`src/verilog/ipfb_regs.vh`:
```
// register offsets, field positions, reset values and codes for the priority field bank
`ifndef IPFB_REGS_VH
`define IPFB_REGS_VH

`define IPFB_ADDR_W 4
`define IPFB_PRIO_OFFSET 4'h0
`define IPFB_STATUS_OFFSET 4'h4
`define IPFB_TIMER_ONE_LSB 12
`define IPFB_COMPARE_ONE_LSB 8
`define IPFB_CAPTURE_ONE_LSB 4
`define IPFB_EXT_ZERO_LSB 0
`define IPFB_FIELD_W 3
`define IPFB_PRIO_RESET 16'h4444
`define IPFB_PRIO_MASK 16'h7777
`define IPFB_LEVEL_OFF 3'h0
`define IPFB_LEVEL_LOW 3'h1
`define IPFB_LEVEL_HIGH 3'h7
`define IPFB_RESP_OKAY 2'h0
`define IPFB_RESP_SLVERR 2'h2

`endif

```
`src/verilog/ipfb_top.v`:
```
// priority field bank: AXI4-Lite register plus per-source request gating
//
// The implementer's own choices: the AXI4-Lite slave port and the address map.
`timescale 1ns/1ns
`include "ipfb_regs.vh"
module ipfb_top #(
   parameter SOURCES = 4
) (
   input wire mclk,
   input wire reset_n,
   input wire [`IPFB_ADDR_W-1:0] s_axi_awaddr,
   input wire s_axi_awvalid,
   output reg s_axi_awready,
   input wire [31:0] s_axi_wdata,
   input wire [3:0] s_axi_wstrb,
   input wire s_axi_wvalid,
   output reg s_axi_wready,
   output reg [1:0] s_axi_bresp,
   output reg s_axi_bvalid,
   input wire s_axi_bready,
   input wire [`IPFB_ADDR_W-1:0] s_axi_araddr,
   input wire s_axi_arvalid,
   output reg s_axi_arready,
   output reg [31:0] s_axi_rdata,
   output reg [1:0] s_axi_rresp,
   output reg s_axi_rvalid,
   input wire s_axi_rready,
   input wire [SOURCES-1:0] source_pending,
   output reg [15:0] priority_fields,
   output reg [SOURCES-1:0] irq_request,
   output reg [3*SOURCES-1:0] irq_level
);
   reg [15:0] prio;
   reg aw_held;
   reg w_held;
   reg [`IPFB_ADDR_W-1:0] aw_addr;
   reg [31:0] w_data;
   reg [3:0] w_strb;
   wire [SOURCES-1:0] gated_req;
   wire [3*SOURCES-1:0] gated_lvl;
   wire [15:0] next_prio;
   wire do_write;
   wire [15:0] status_word;

   // order: external zero, capture one, compare one, timer one (field i at bits 4i+2..4i)
   assign do_write = aw_held & w_held & ~s_axi_bvalid;
   assign next_prio = {
      w_strb[1] ? w_data[15:8] : prio[15:8],
      w_strb[0] ? w_data[7:0] : prio[7:0]
   } & `IPFB_PRIO_MASK;

   // latched request bits, so software can watch live state
   assign status_word = {{(16 - SOURCES){1'b0}}, irq_request};

   // AXI write channel: address and data accepted in either order
   always @(posedge mclk or negedge reset_n) begin
      if (!reset_n) begin
         aw_held <= 1'b0;
         w_held <= 1'b0;
         aw_addr <= {`IPFB_ADDR_W{1'b0}};
         w_data <= 32'h00000000;
         w_strb <= 4'h0;
         s_axi_awready <= 1'b1;
         s_axi_wready <= 1'b1;
         s_axi_bvalid <= 1'b0;
         s_axi_bresp <= `IPFB_RESP_OKAY;
         prio <= `IPFB_PRIO_RESET;
      end else begin
         if (s_axi_awvalid && s_axi_awready) begin
            aw_held <= 1'b1;
            aw_addr <= s_axi_awaddr;
            s_axi_awready <= 1'b0;
         end
         if (s_axi_wvalid && s_axi_wready) begin
            w_held <= 1'b1;
            w_data <= s_axi_wdata;
            w_strb <= s_axi_wstrb;
            s_axi_wready <= 1'b0;
         end
         if (do_write) begin
            aw_held <= 1'b0;
            w_held <= 1'b0;
            s_axi_bvalid <= 1'b1;
            if (aw_addr[`IPFB_ADDR_W-1:2] == `IPFB_PRIO_OFFSET >> 2) begin
               prio <= next_prio;
               s_axi_bresp <= `IPFB_RESP_OKAY;
            end else if (aw_addr[`IPFB_ADDR_W-1:2] == `IPFB_STATUS_OFFSET >> 2) begin
               // status is read-only; write ignored
               s_axi_bresp <= `IPFB_RESP_OKAY;
            end else begin
               s_axi_bresp <= `IPFB_RESP_SLVERR;
            end
         end
         if (s_axi_bvalid && s_axi_bready) begin
            s_axi_bvalid <= 1'b0;
            s_axi_awready <= 1'b1;
            s_axi_wready <= 1'b1;
         end
      end
   end

   // AXI read channel: one read under way at a time
   always @(posedge mclk or negedge reset_n) begin
      if (!reset_n) begin
         s_axi_arready <= 1'b1;
         s_axi_rvalid <= 1'b0;
         s_axi_rdata <= 32'h00000000;
         s_axi_rresp <= `IPFB_RESP_OKAY;
      end else begin
         if (s_axi_arvalid && s_axi_arready) begin
            s_axi_arready <= 1'b0;
            s_axi_rvalid <= 1'b1;
            if (s_axi_araddr[`IPFB_ADDR_W-1:2] == `IPFB_PRIO_OFFSET >> 2) begin
               // gap bits held zero by the write mask
               s_axi_rdata <= {16'h0000, prio};
               s_axi_rresp <= `IPFB_RESP_OKAY;
            end else if (s_axi_araddr[`IPFB_ADDR_W-1:2] == `IPFB_STATUS_OFFSET >> 2) begin
               s_axi_rdata <= {16'h0000, status_word};
               s_axi_rresp <= `IPFB_RESP_OKAY;
            end else begin
               s_axi_rdata <= 32'h00000000;
               s_axi_rresp <= `IPFB_RESP_SLVERR;
            end
         end
         if (s_axi_rvalid && s_axi_rready) begin
            s_axi_rvalid <= 1'b0;
            s_axi_arready <= 1'b1;
         end
      end
   end

   genvar s;
   generate
      for (s = 0; s < SOURCES; s = s + 1) begin : g_src
         ipfb_source_gate u_gate (
            .mclk(mclk),
            .reset_n(reset_n),
            .field(prio[4*s+2:4*s]),
            .pending(source_pending[s]),
            .request(gated_req[s]),
            .request_level(gated_lvl[3*s+2:3*s])
         );
      end
   endgenerate

   // register outputs once more so every top output is a flip-flop
   always @(posedge mclk or negedge reset_n) begin
      if (!reset_n) begin
         priority_fields <= `IPFB_PRIO_RESET;
         irq_request <= {SOURCES{1'b0}};
         irq_level <= {3*SOURCES{1'b0}};
      end else begin
         priority_fields <= prio;
         irq_request <= gated_req;
         irq_level <= gated_lvl;
      end
   end
endmodule

```
`src/verilog/ipfb_level_decode.v`:
```
// decodes one priority field into an enable and a one-hot level
`timescale 1ns/1ns
`include "ipfb_regs.vh"
module ipfb_level_decode (
   input wire [2:0] field,
   output wire source_enabled,
   output wire [7:1] level_onehot
);
   // zero disables the source entirely
   assign source_enabled = (field != `IPFB_LEVEL_OFF);
   genvar lv;
   generate
      for (lv = 1; lv < 8; lv = lv + 1) begin : g_lvl
         // field value equals level: 001 lowest, 111 highest
         localparam [2:0] LEVEL = lv;
         assign level_onehot[lv] = (field == LEVEL);
      end
   endgenerate
endmodule

```
`src/verilog/ipfb_source_gate.v`:
```
// gates one pending source by its priority level
`timescale 1ns/1ns
`include "ipfb_regs.vh"
module ipfb_source_gate (
   input wire mclk,
   input wire reset_n,
   input wire [2:0] field,
   input wire pending,
   output reg request,
   output reg [2:0] request_level
);
   wire enabled;
   wire [7:1] onehot;
   reg [2:0] next_level;
   integer k;

   ipfb_level_decode u_dec (
      .field(field),
      .source_enabled(enabled),
      .level_onehot(onehot)
   );

   always @* begin
      next_level = `IPFB_LEVEL_OFF;
      for (k = 1; k < 8; k = k + 1) begin
         if (onehot[k]) begin
            next_level = k[2:0];
         end
      end
   end

   always @(posedge mclk or negedge reset_n) begin
      if (!reset_n) begin
         request <= 1'b0;
         request_level <= 3'h0;
      end else begin
         // a disabled source never reaches the core
         request <= pending & enabled;
         request_level <= (pending & enabled) ? next_level : `IPFB_LEVEL_OFF;
      end
   end
endmodule

```
`config.mk`:
```
export PLATFORM = sky130hd
export DESIGN_NAME = ipfb_top
export DESIGN_NICKNAME = d
export VERILOG_FILES = /design/src/verilog/ipfb_top.v /design/src/verilog/ipfb_level_decode.v /design/src/verilog/ipfb_source_gate.v
export VERILOG_INCLUDE_DIRS = /design/src /design/src/verilog
export SDC_FILE = /design/constraint.sdc
export NUM_CORES = 1
export LEC_CHECK = 0
export BUFFER_PORTS_ARGS = -buffer_cell sky130_fd_sc_hd__buf_2
export CELL_PAD_IN_SITES_DETAIL_PLACEMENT = 0
export CELL_PAD_IN_SITES_GLOBAL_PLACEMENT = 2
export CORE_MARGIN = 2
export CORE_UTILIZATION = 32
export DETAILED_ROUTE_END_ITERATION = 10
export PLACE_DENSITY_LB_ADDON = 0.08
export SYNTH_ARGS = -nofsm -noshare
export SYNTH_HDL_FRONTEND = slang
export SYNTH_HIERARCHICAL = 1
export SYNTH_SLANG_ARGS = --single-unit
```
`constraint.sdc`:
```
create_clock -name mclk -period 1.7 [get_ports mclk]
set_clock_uncertainty 0.2 [all_clocks]
set_input_delay 0.34 -clock mclk [delete_from_list [all_inputs] [get_ports mclk]]
set_output_delay 0.34 -clock mclk [all_outputs]
set_load 0.01 [all_outputs]
```
======== After elaboration in Yosys (flattened, before gate mapping) ========
Cells that the tools add are included.
cells by class
  equality and inequality tests ........... 30
  muxes and demuxes ....................... 52
  bitwise operators ....................... 7
  reduce and logical (&&, ||, !) cells .... 19
operators by type and width
  operator                                             number
  2-to-1 mux 3 bit                                     28
  equality test 3 bit, second input constant           16
  equality test 3 x 2 -> 1 bit, second input constant  8
  2-to-1 mux 1 bit                                     18
  2-to-1 mux 15 bit                                    1
  equality test 3 x 1 -> 1 bit, second input constant  4
  nonzero test 2 bit                                   6
  nonzero test 3 bit                                   4
  2-to-1 mux 2 bit                                     4
  bitwise AND 1 bit                                    6
  AND reduction 3 bit                                  2
  logical AND 1 bit                                    5
  equality test 2 x 1 -> 1 bit, second input constant  2
  logical NOT 2 bit                                    2
  2-to-1 mux 4 bit                                     1
  inverter 1 bit                                       1
storage, ports and cells
  register bits after elaboration ......... 120
  input port bits ......................... 55
  output and inout bits ................... 73
  logic and storage cells ................. 134

======== Longest topological paths before layout ========
Gate-level depths: netlist (run 1).
  depth in word-level cells ............... 9
  mapped depth ............................ 5
  gate-level depth less buffers ........... 5

======== Hierarchy ========
The synthesis (run 1) kept the hierarchy.
modules (own cells, without submodules)
  module             instances  cells an instance  area each (µm²)  seq. area each (µm²)
  ipfb_top           1          183                2871.5           1965.6
  ipfb_source_gate   4          16                 168.9            100.1
  ipfb_level_decode  4          8                  66.3             0.0

======== Worst setup path after synthesis (run 1) ========
Ideal clock, no wire load.
  path type ............................... reg2reg
  start ................................... register s_axi_bvalid
  end ..................................... register prio[0]
  setup time .............................. 0.125 ns
  arrival time ............................ 1.197 ns
  data required time ...................... 1.375 ns
  slack ................................... 0.178 ns
  stages on the path, launching flop included .. 5
  path buffers ............................ 1
  period minus slack after synthesis ...... 1.522 ns
  cell sequence ........................... dfrtp_1 and3b_1 buf_6 nand3_4 mux2_4
between the ends
  word-level cells in the longest chain between the ends .. 3
RTL lines
  element                               line           text
  from (decl)                           ipfb_top.v:19  output reg s_axi_bvalid,
  from (signal assigned)                ipfb_top.v:65  s_axi_bvalid <= 1'b0;
  from (signal assigned)                ipfb_top.v:83  s_axi_bvalid <= 1'b1;
  from (signal assigned)                ipfb_top.v:95  s_axi_bvalid <= 1'b0;
  inverter 1 bit                        ipfb_top.v:46  assign do_write = aw_held & w_held & ~s_axi_bvalid;
  bitwise AND 1 bit                     ipfb_top.v:46
  AND reduction 3 bit (no source line)  -
  to (signal assigned)                  ipfb_top.v:67  prio <= `IPFB_PRIO_RESET;
  to (signal assigned)                  ipfb_top.v:85  prio <= next_prio;
  to (decl)                             ipfb_top.v:33  reg [15:0] prio;
No other way between the ends.
A chain may end at the register's enable or synchronous reset.

======== Final worst setup path (run 1) ========
  start ................................... input s_axi_arvalid
  end ..................................... register s_axi_rresp[1]
between the ends
  word-level cells in the longest chain between the ends .. 1
RTL lines
  element               line            text
  from (decl)           ipfb_top.v:22   input wire s_axi_arvalid,
  logical AND 1 bit     ipfb_top.v:110  if (s_axi_arvalid && s_axi_arready) begin
  to (signal assigned)  ipfb_top.v:108  s_axi_rresp <= `IPFB_RESP_OKAY;
  to (signal assigned)  ipfb_top.v:116  s_axi_rresp <= `IPFB_RESP_OKAY;
  to (signal assigned)  ipfb_top.v:119  s_axi_rresp <= `IPFB_RESP_OKAY;
  to (decl)             ipfb_top.v:25   output reg [1:0] s_axi_rresp,
No other way between the ends.

==> impl_metrics.py, run 1 <==
metrics = {
    "status": {
        "status": "finished, violations left",
        "violations": "design-rule violations",
    },
    "place": {
        "place_inst": 508,
        "io_buffers": 76,
        "hpwl_um": 4970,
        "placed_area_um2": 4390,
        "gp_congestion": 0.699,
    },
    "global_route": {
        "met3_usage": 0.0316,
        "gr-total-overflow": 0,
        "top_usage_layer": "met2",
        "antenna_found_initial": 0,
        "grt_max_degree": 95,
        "met2_usage": 0.172,
        "first_global_vias": 2193,
        "grt_pass1_wl_um": 11700,
        "grt_usage": 0.119,
        "gr-usage-met1": 0.165,
    },
    "cts": {
        "cts_root_buf": "clkbuf_16",
        "cts_tree": "yes",
        "clock_latency_ps": 340,
        "cts_buffers": 9,
        "htree_num_levels": 3,
        "cts.sinks": 94,
        "clk_path_buf_depth": 2,
        "clkTransAtPathRegs_ps": 70,
    },
    "detailed_routing": {
        "drt_iter0_drc": 143,
        "drt_first_pass_iters": 9,
        "drc": 7,
        "wl_per_cell_um": 13.6,
        "routed_wl_um": 7210,
        "antenna_left": 0,
        "viasPerCell": 4.36,
        "vias": 2309,
    },
    "setup_path": {
        "critPathLaunchType": "primary input",
        "required_ps": 1720,
        "path_cells": "dlygate4sd3_1 > buf_2 > nand2_2 > buf_4 > mux2_2",
        "path_class": "in2reg",
        "worstPathMaxFanout": 7,
        "cp-end-kind": "flip-flop",
        "critPathSlowestCell": "dlygate4sd3_1",
        "crit_arrival_ps": 1640,
        "startpoint": "s_axi_arvalid",
        "cp_slowest_stage_delay_ps": 530,
        "reg2reg_from": "s_axi_bvalid",
    },
    "die": {
        "die_h_um": 113,
        "fp.dieArea_um2": 12800,
        "core_region_area_um2": 11500,
        "pin_count": 128,
        "rows": 39,
        "start_util": 0.331,
        "die_x_um": 113,
    },
    "layout": {
        "finalNonFillerCells": 529,
        "final_area_um2": 4780,
        "nNetsFinal": 436,
        "num_antenna_cells": 0,
        "drive_gt1_frac": 0.469,
        "area_growth_pct": 25.4,
    },
    "power_and_ir_drop": {
        "leakagePower_uw": 0.00247,
        "vdd_drop_max_mv": 0.547,
        "comb_power_share": 0.281,
        "power.density_nw_per_um2": 1670,
        "clkPwrFrac": 0.271,
        "p_sw_uw": 2430,
        "power_frac_seq": 0.448,
        "p_int_uw": 5560,
        "p_total_uw": 7980,
        "swShare": 0.304,
    },
    "job": {
        "max_cap_violations": 0,
    },
    "timing": {
        "setup-violations-final": 0,
        "finalHoldViolations": 0,
        "hold_ws_ps": 28.5,
        "period_needed_ps": 1630,
        "period_share": 0.956,
        "rsz0062_at_grt": "no",
        "drv_slew": 0,
        "fin_tns_setup_ps": 0,
        "fmax_mhz": 615,
    },
    "logic_synthesis": {
        "yosysTopAreaCell": "dfrtp_1",
        "ys_ff_latch": 94,
        "seq_area_frac_synth": 0.621,
        "postSynthCellCount": 279,
        "synth.area.top_cells": "dfrtp_1, dfstp_2, mux2_2, buf_4, mux2_4",
        "synth_top_area_frac": 0.545,
        "synth_area_um2": 3810,
        "avgSynthCellArea_um2": 13.7,
        "synth_warnings": 6,
        "synth.distinct_cells": 31,
    },
    "hold_path": {
        "min_from": "s_axi_wdata[6]",
        "hold_path_class": "in2reg",
    },
}
==> worst paths after layout <==
path,endpoint,slack (ps),cells past startpoint
max in group asynchronous,priority_fields[6],500,3
setup reg to reg,prio[1],80,3
min in group asynchronous,irq_level[10],390,3
hold / removal,w_data[6],30,2
setup / recovery,s_axi_rresp[1],70,5
hold reg to reg,irq_level[2],150,0
==> sequential cells by signal, summed over array words and instances, names as in the netlist <==
signal / count
s_axi_rdata: 13
s_axi_rvalid: 1
s_axi_rresp: 1
irq_level: 12
w_strb: 2
priority_fields: 12
g_src.u_gate/request: 4
w_data: 12
aw_addr: 2
s_axi_arready: 1
s_axi_awready: 1
g_src.u_gate/request_level: 12
w_held: 1
prio: 12
s_axi_wready: 1
s_axi_bresp: 1
s_axi_bvalid: 1
irq_request: 4
aw_held: 1
==> cells in the mapped netlist, drive strengths merged <==
cell type	count
mux2i	4
mux2	30
dfstp	11
inv	12
nor2	11
o21ai	15
and3	4
o41ai	4
a22o	9
dfrtp	83
and3b	13
a21o	1
nor2b	4
nand3b	1
a21oi	14
clkbuf	2
buf	27
or2	1
or3	4
conb	1
nor3	1
nor3b	12
nand2	13
nand3	2
==> stage by stage <==
stage | worst slack, ps | utilization
2_1_floorplan | 178 | -
3_3_place_gp | 80.3 | 0.381
3_5_place_dp | 74.8 | 0.381
4_1_cts | 15.1 | 0.414
5_1_grt | 18.3 | 0.415
6_report | 74.1 | 0.415
==> cells by family (layout without fill, tap and decap cells) <==
| logic type | after synthesis | after routing | share of synthesized area |
|---|---|---|---|
| other cells | 1 | 25 | 0.000984 |
| compound gates | 43 | 43 | 0.0781 |
| mux | 34 | 34 | 0.111 |
| flops | 94 | 94 | 0.621 |
| simple gates | 66 | 66 | 0.122 |
| buf+inv | 41 | 124 | 0.0673 |
==> final cells by class <==
type | instances | area, um^2
multi-input combinational | 168 | 1300
inverter | 12 | 45.0
fill | 1116 | 6740
clock inverter | 6 | 93.8
tap | 143 | 179
timing repair buffer | 96 | 571
sequential | 94 | 2370
clock buffer | 10 | 229
==> repair_timing <==
item	CTS	global route
setup buffers	0	0
setup endpoints to repair	0	4
resized for setup	0	4
endpoints found under the hold margin	87	0
hold buffers	5	0
==> power by group through the flow <==
stage / Combinational, uW / Clock (uW) / Sequential [uW]
after floorplan: 1260 / 0 / 3740
after global placement: 2230 / 0 / 3600
after detailed placement: 2250 / 0 / 3630
after CTS: 2270 / 2230 / 3590
after global routing: 2480 / 2330 / 3700
final: 2240 / 2170 / 3570
==> critical path: cells and delay by family <==
| kind | cells | cell delay (ps) |
|---|---|---|
| simple gates | 1 | 120 |
| mux | 1 | 340 |
| buf+inv | 3 | 840 |
==> cells in the final DEF, fill, tap and decap left out, types with 5 or more instances in the layout <==
cell type / count
a21oi_1: 14
a22o_1: 9
and3b_2: 12
buf_2: 75
buf_4: 14
clkbuf_16: 9
conb_1: 25
dfrtp_1: 83
dfstp_2: 11
dlygate4sd3_1: 5
inv_1: 12
mux2_2: 18
mux2_4: 12
nand2_1: 8
nand2_2: 5
nor2_1: 10
nor3b_1: 9
o21ai_0: 7
o21ai_1: 8
==> metal layers <==
metal / vias up / routed length [um]
met3: 10 / 451
met1: 1109 / 3400
met2: 71 / 3210
met4: 0 / 146
met5: - / 0
li1: 1119 / -
(Power assumes the default switching activity.)
==> run 2: changes to the inputs <==
Settings changed: BUFFER_PORTS_ARGS -buffer_cell sky130_fd_sc_hd__buf_2 to unset, CORE_UTILIZATION 32 to 40, DONT_BUFFER_PORTS set to 1, GPL_TIMING_DRIVEN set to 0.
==> impl_metrics.py, run 2 (synthesis gave the netlist of run 1 again) <==
metrics = {
    "detailed_routing": {
        "wl_per_cell_um": 13.9,
        "viasPerCell": 4.55,
        "drt_first_pass_iters": 4,
        "vias": 2175,
        "drt_iter0_drc": 42,
        "drc": 0,
        "routed_wl_um": 6630,
        "antenna_left": 0,
    },
    "global_route": {
        "antenna_found_initial": 0,
        "first_global_vias": 2100,
        "gr-total-overflow": 0,
        "grt_max_degree": 95,
        "grt_usage": 0.136,
        "grt_pass1_wl_um": 10600,
    },
    "timing": {
        "finalHoldViolations": 94,
        "setup-violations-final": 0,
        "period_needed_ps": 1650,
        "hold_ws_ps": -522,
        "rsz0062_at_grt": "no",
        "drv_slew": 0,
        "fmax_mhz": 606,
        "period_share": 0.971,
    },
    "power_and_ir_drop": {
        "power_frac_seq": 0.585,
        "p_total_uw": 6690,
        "p_int_uw": 4520,
        "clkPwrFrac": 0.192,
        "vdd_drop_max_mv": 0.757,
        "p_sw_uw": 2170,
        "leakagePower_uw": 0.00221,
        "swShare": 0.325,
        "power.density_nw_per_um2": 1470,
        "comb_power_share": 0.223,
    },
    "setup_path": {
        "path_cells": "inv_1 > o21ai_0 > dlygate4sd3_1",
        "critPathLaunchType": "flip-flop",
        "rrSetupSlack_ps": 50,
        "startpoint": "s_axi_arready",
        "cp.depth": 3,
        "cp-end-kind": "flip-flop",
        "required_ps": 1780,
        "reg2reg_depth": 3,
        "path_class": "reg2reg",
        "cp_slowest_stage_delay_ps": 590,
        "r2r_end": "s_axi_arready",
        "cp_num_buf_inv": 2,
        "crit_arrival_ps": 1730,
        "critPathSlowestCell": "dlygate4sd3_1",
        "worstPathMaxFanout": 3,
        "crit_end": "s_axi_arready",
        "reg2reg_from": "s_axi_arready",
        "crit_family": "buffers and inverters",
    },
    "cts": {
        "cts_root_buf": "clkbuf_8",
        "cts_tree": "yes",
        "htree_num_levels": 3,
        "cts_buffers": 9,
        "clk_path_buf_depth": 2,
        "cts.sinks": 94,
        "clock_latency_ps": 350,
        "hold_buffers": 29,
        "clkTransAtPathRegs_ps": 90,
    },
    "hold_path": {
        "hold_path_class": "in2async",
    },
    "layout": {
        "fillCellCount": 834,
        "largest_reg_flops": 13,
        "area_growth_pct": 19.6,
        "top_register": "s_axi_rdata",
        "nNetsFinal": 399,
        "drive_gt1_frac": 0.332,
        "final_common_cell": "dfrtp_1",
        "final_area_um2": 4560,
        "layout.core_utilization": 0.493,
        "finalNonFillerCells": 478,
        "num_antenna_cells": 0,
        "layout_common_cells": "dfrtp_1, dlygate4sd3_1, buf_4",
    },
    "place": {
        "place_inst": 432,
        "io_buffers": 0,
        "placed_area_um2": 4060,
        "hpwl_um": 4310,
        "gp_congestion": 0.747,
    },
    "die": {
        "pin_count": 128,
        "die_x_um": 102,
        "fp.dieArea_um2": 10300,
        "rows": 35,
        "die_h_um": 102,
        "core_region_area_um2": 9240,
        "start_util": 0.413,
    },
    "job": {
        "max_cap_violations": 0,
    },
    "status": {
        "violations": "negative hold slack",
        "status": "finished, violations left",
    },
}
run 2: per-layer routing:
layer  share of wire  track usage  vias to the layer above  wire length [um]
met4           0.016       0.0593                        0               107
met1            0.47        0.186                     1046              3130
met3           0.072       0.0435                        9               475
li1                -            -                     1049                 -
met5               0            0                        -                 0
met2            0.44        0.197                       71              2920
run 2: how the worst min path moves through the flow:
stage | startpoint | endpoint | slack (ps) | cells after the start
floorplan | reset_n | aw_addr[2] | -160 | 0
global placement | reset_n | irq_level[10] | -150 | 0
detailed placement | reset_n | irq_level[10] | -150 | 0
CTS | reset_n | irq_level[10] | -550 | 0
global route | reset_n | irq_level[10] | -560 | 0
finish | reset_n | irq_level[10] | -520 | 0
run 2: metrics by stage:
stage,setup TNS (ps),setup WS [ps]
finish,0,48.5
global route,0,3.44
CTS,0,47.4
detailed placement,-2790,-312
global placement,-2240,-252
floorplan,0,178
run 2: worst reg2reg max path, cell delays in order (launching register included):
cell           delay, ps
dfstp_2              580
inv_1                 40
o21ai_0              180
dlygate4sd3_1        590
run 2: power by group through the flow:
stage	combinational, uW	clock [uW]	sequential, uW
global placement	1400	0	3960
finish	1490	1280	3920
floorplan	1260	0	3740
detailed placement	1410	0	3980
global route	1670	1470	4060
CTS	1500	1360	3930
run 2: repair_timing:
| action | in CTS | in global routing |
|---|---|---|
| hold endpoints to repair | 136 | 94 |
| pin swaps | 1 | 0 |
| endpoints found under the setup margin | 13 | 8 |
| buffers inserted | 1 | 0 |
| gates resized for setup | 3 | 3 |
run 2: cell type report:
type,instances,area (um^2),area share
timing repair buffer,30,310,0.0681
multi-input combinational,168,1290,0.284
inverter,12,45.0,0.00988
clock buffer,11,131,0.0288
tap,129,161,0.0354
sequential,94,2370,0.519
clock inverter,5,36.3,0.00796
buffer,29,215,0.0472
==> run 3: changes to the inputs <==
Settings changed: CAP_MARGIN set to 15, CELL_PAD_IN_SITES_DETAIL_PLACEMENT 0 to unset, CELL_PAD_IN_SITES_GLOBAL_PLACEMENT 2 to unset, CORE_UTILIZATION 40 to 55.
==> impl_metrics.py, run 3 (synthesis gave the netlist of run 1 again) <==
metrics = {
    "status": {
        "status": "finished, violations left",
        "violations": "negative hold slack",
    },
    "setup_path": {
        "critPathLaunchType": "flip-flop",
        "critPathSlowestCell": "dfstp_2",
        "path_class": "reg2reg",
        "path_cells": "inv_1 > o21ai_0 > dlygate4sd3_1",
        "required_ps": 1780,
        "rrSetupSlack_ps": 60,
        "cp-end-kind": "flip-flop",
        "crit_arrival_ps": 1720,
        "worstPathMaxFanout": 4,
        "cp_slowest_stage_delay_ps": 590,
    },
    "timing": {
        "worst_slack_ps": 58.2,
        "rsz0062_at_grt": "no",
        "hold_ws_ps": -517,
        "period_share": 0.966,
        "setup-violations-final": 0,
        "drv_slew": 0,
        "finalHoldViolations": 94,
        "fmax_mhz": 609,
        "period_needed_ps": 1640,
    },
    "cts": {
        "clkTransAtPathRegs_ps": 80,
        "htree_num_levels": 3,
        "clk_path_buf_depth": 2,
        "cts.sinks": 94,
        "cts_tree": "yes",
        "hold_buffers": 29,
        "cts_buffers": 9,
        "cts_root_buf": "clkbuf_8",
        "clock_latency_ps": 340,
    },
    "global_route": {
        "grt_pass1_wl_um": 10100,
        "grt_usage": 0.175,
        "grt_max_degree": 95,
        "gr-total-overflow": 0,
        "first_global_vias": 2057,
        "antenna_found_initial": 0,
    },
    "layout": {
        "largest_reg_flops": 13,
        "num_antenna_cells": 0,
        "final_common_cell": "dfrtp_1",
        "area_growth_pct": 19.1,
        "layout_common_cells": "dfrtp_1, dlygate4sd3_1, buf_4",
        "drive_gt1_frac": 0.334,
        "nNetsFinal": 400,
        "fillCellCount": 505,
        "finalNonFillerCells": 430,
        "top_register": "s_axi_rdata",
    },
    "power_and_ir_drop": {
        "vdd_drop_max_mv": 0.969,
        "leakagePower_uw": 0.00224,
        "power.density_nw_per_um2": 1530,
        "p_total_uw": 6960,
    },
    "detailed_routing": {
        "maxUsedRoutingLayer": "met4",
        "drc": 0,
        "viasPerCell": 5.21,
        "wl_per_cell_um": 14.5,
        "drt_iter0_drc": 70,
        "wl_met1_um": 2760,
        "vias": 2242,
        "drt_first_pass_iters": 4,
        "dr_wl_met2_um": 2990,
        "antenna_left": 0,
        "dr_wl_met3_um": 415,
        "routed_wl_um": 6240,
    },
    "die": {
        "die_x_um": 87.3,
        "fp.dieArea_um2": 7610,
        "rows": 30,
        "pin_count": 128,
        "start_util": 0.564,
        "die_h_um": 87.3,
        "core_region_area_um2": 6760,
    },
    "place": {
        "post-place-ws_ps": -288,
        "gp_congestion": 0.834,
        "place_inst": 383,
        "io_buffers": 0,
        "hpwl_um": 4020,
    },
    "hold_path": {
        "hold_path_class": "in2async",
    },
    "job": {
        "max_cap_violations": 0,
    },
}
## run 3: cell types whose count changed in the layout (fill, tap and decap cells not counted), sizes merged
| cell | previous run | this run |
|---|---|---|
| clkbuf | 13 | 14 |
| buf | 28 | 29 |
| bufinv | 0 | 2 |
| clkinvlp | 3 | 0 |
## run 3: critical path: cells and delay by family (launching register included)
family / cells / cell delay, ps
compound gates: 1 / 160
buf+inv: 2 / 630
flops: 1 / 590
## run 3: layer usage
metal | global-route usage | vias up
met5 | 0 | -
met4 | 0.0713 | 0
met3 | 0.0559 | 7
met2 | 0.262 | 73
met1 | 0.235 | 1113
li1 | - | 1049
## run 3: through the flow
step	hold WS, ps	setup TNS [ps]	cell area [um^2]	utilization
finish	-517	0	4540	0.672
global route	-554	0	4540	0.672
CTS	-536	0	4540	0.671
detailed placement	-154	-2550	4000	0.592
global placement	-154	-2410	4000	0.592
floorplan	-156	0	3900	-
## run 3: area by class of cell
type | count | area [um^2] | share of cell area
clock inverters | 4 | 70.1 | 0.0154
inverters | 12 | 45.0 | 0.00992
multi-input cells | 168 | 1290 | 0.285
repair buffers | 31 | 305 | 0.0672
plain buffers | 29 | 215 | 0.0474
clock buffers | 12 | 145 | 0.0320
flip-flops and latches | 94 | 2370 | 0.521
well taps | 80 | 100 | 0.0220
## run 3: power by group
group / leakage (uW) / internal (uW) / switching, uW
sequential: 0.00120 / 3080 / 820
clock: 0.000110 / 866 / 693
combinational: 0.000932 / 899 / 595
total: 0.00224 / 4850 / 2110
## run 3: timing repair
item / CTS / global route
endpoints found under the hold margin: 136 / 94
gates resized for setup: 4 / 1
setup buffers: 2 / 0
setup endpoints to repair: 13 / 1
pin swaps: 1 / 0
## run 3: final timing paths
kind	to	depth (start not counted)	start
max in group asynchronous	prio[6]	0	reset_n
min in group mclk	aw_addr[2]	2	s_axi_awvalid
max reg2reg	s_axi_awready	3	s_axi_awready
max	s_axi_awready	3	s_axi_awready
min reg2reg	irq_level[10]	0	g_src[3].u_gate/request_level[1]
min	irq_level[10]	0	reset_n
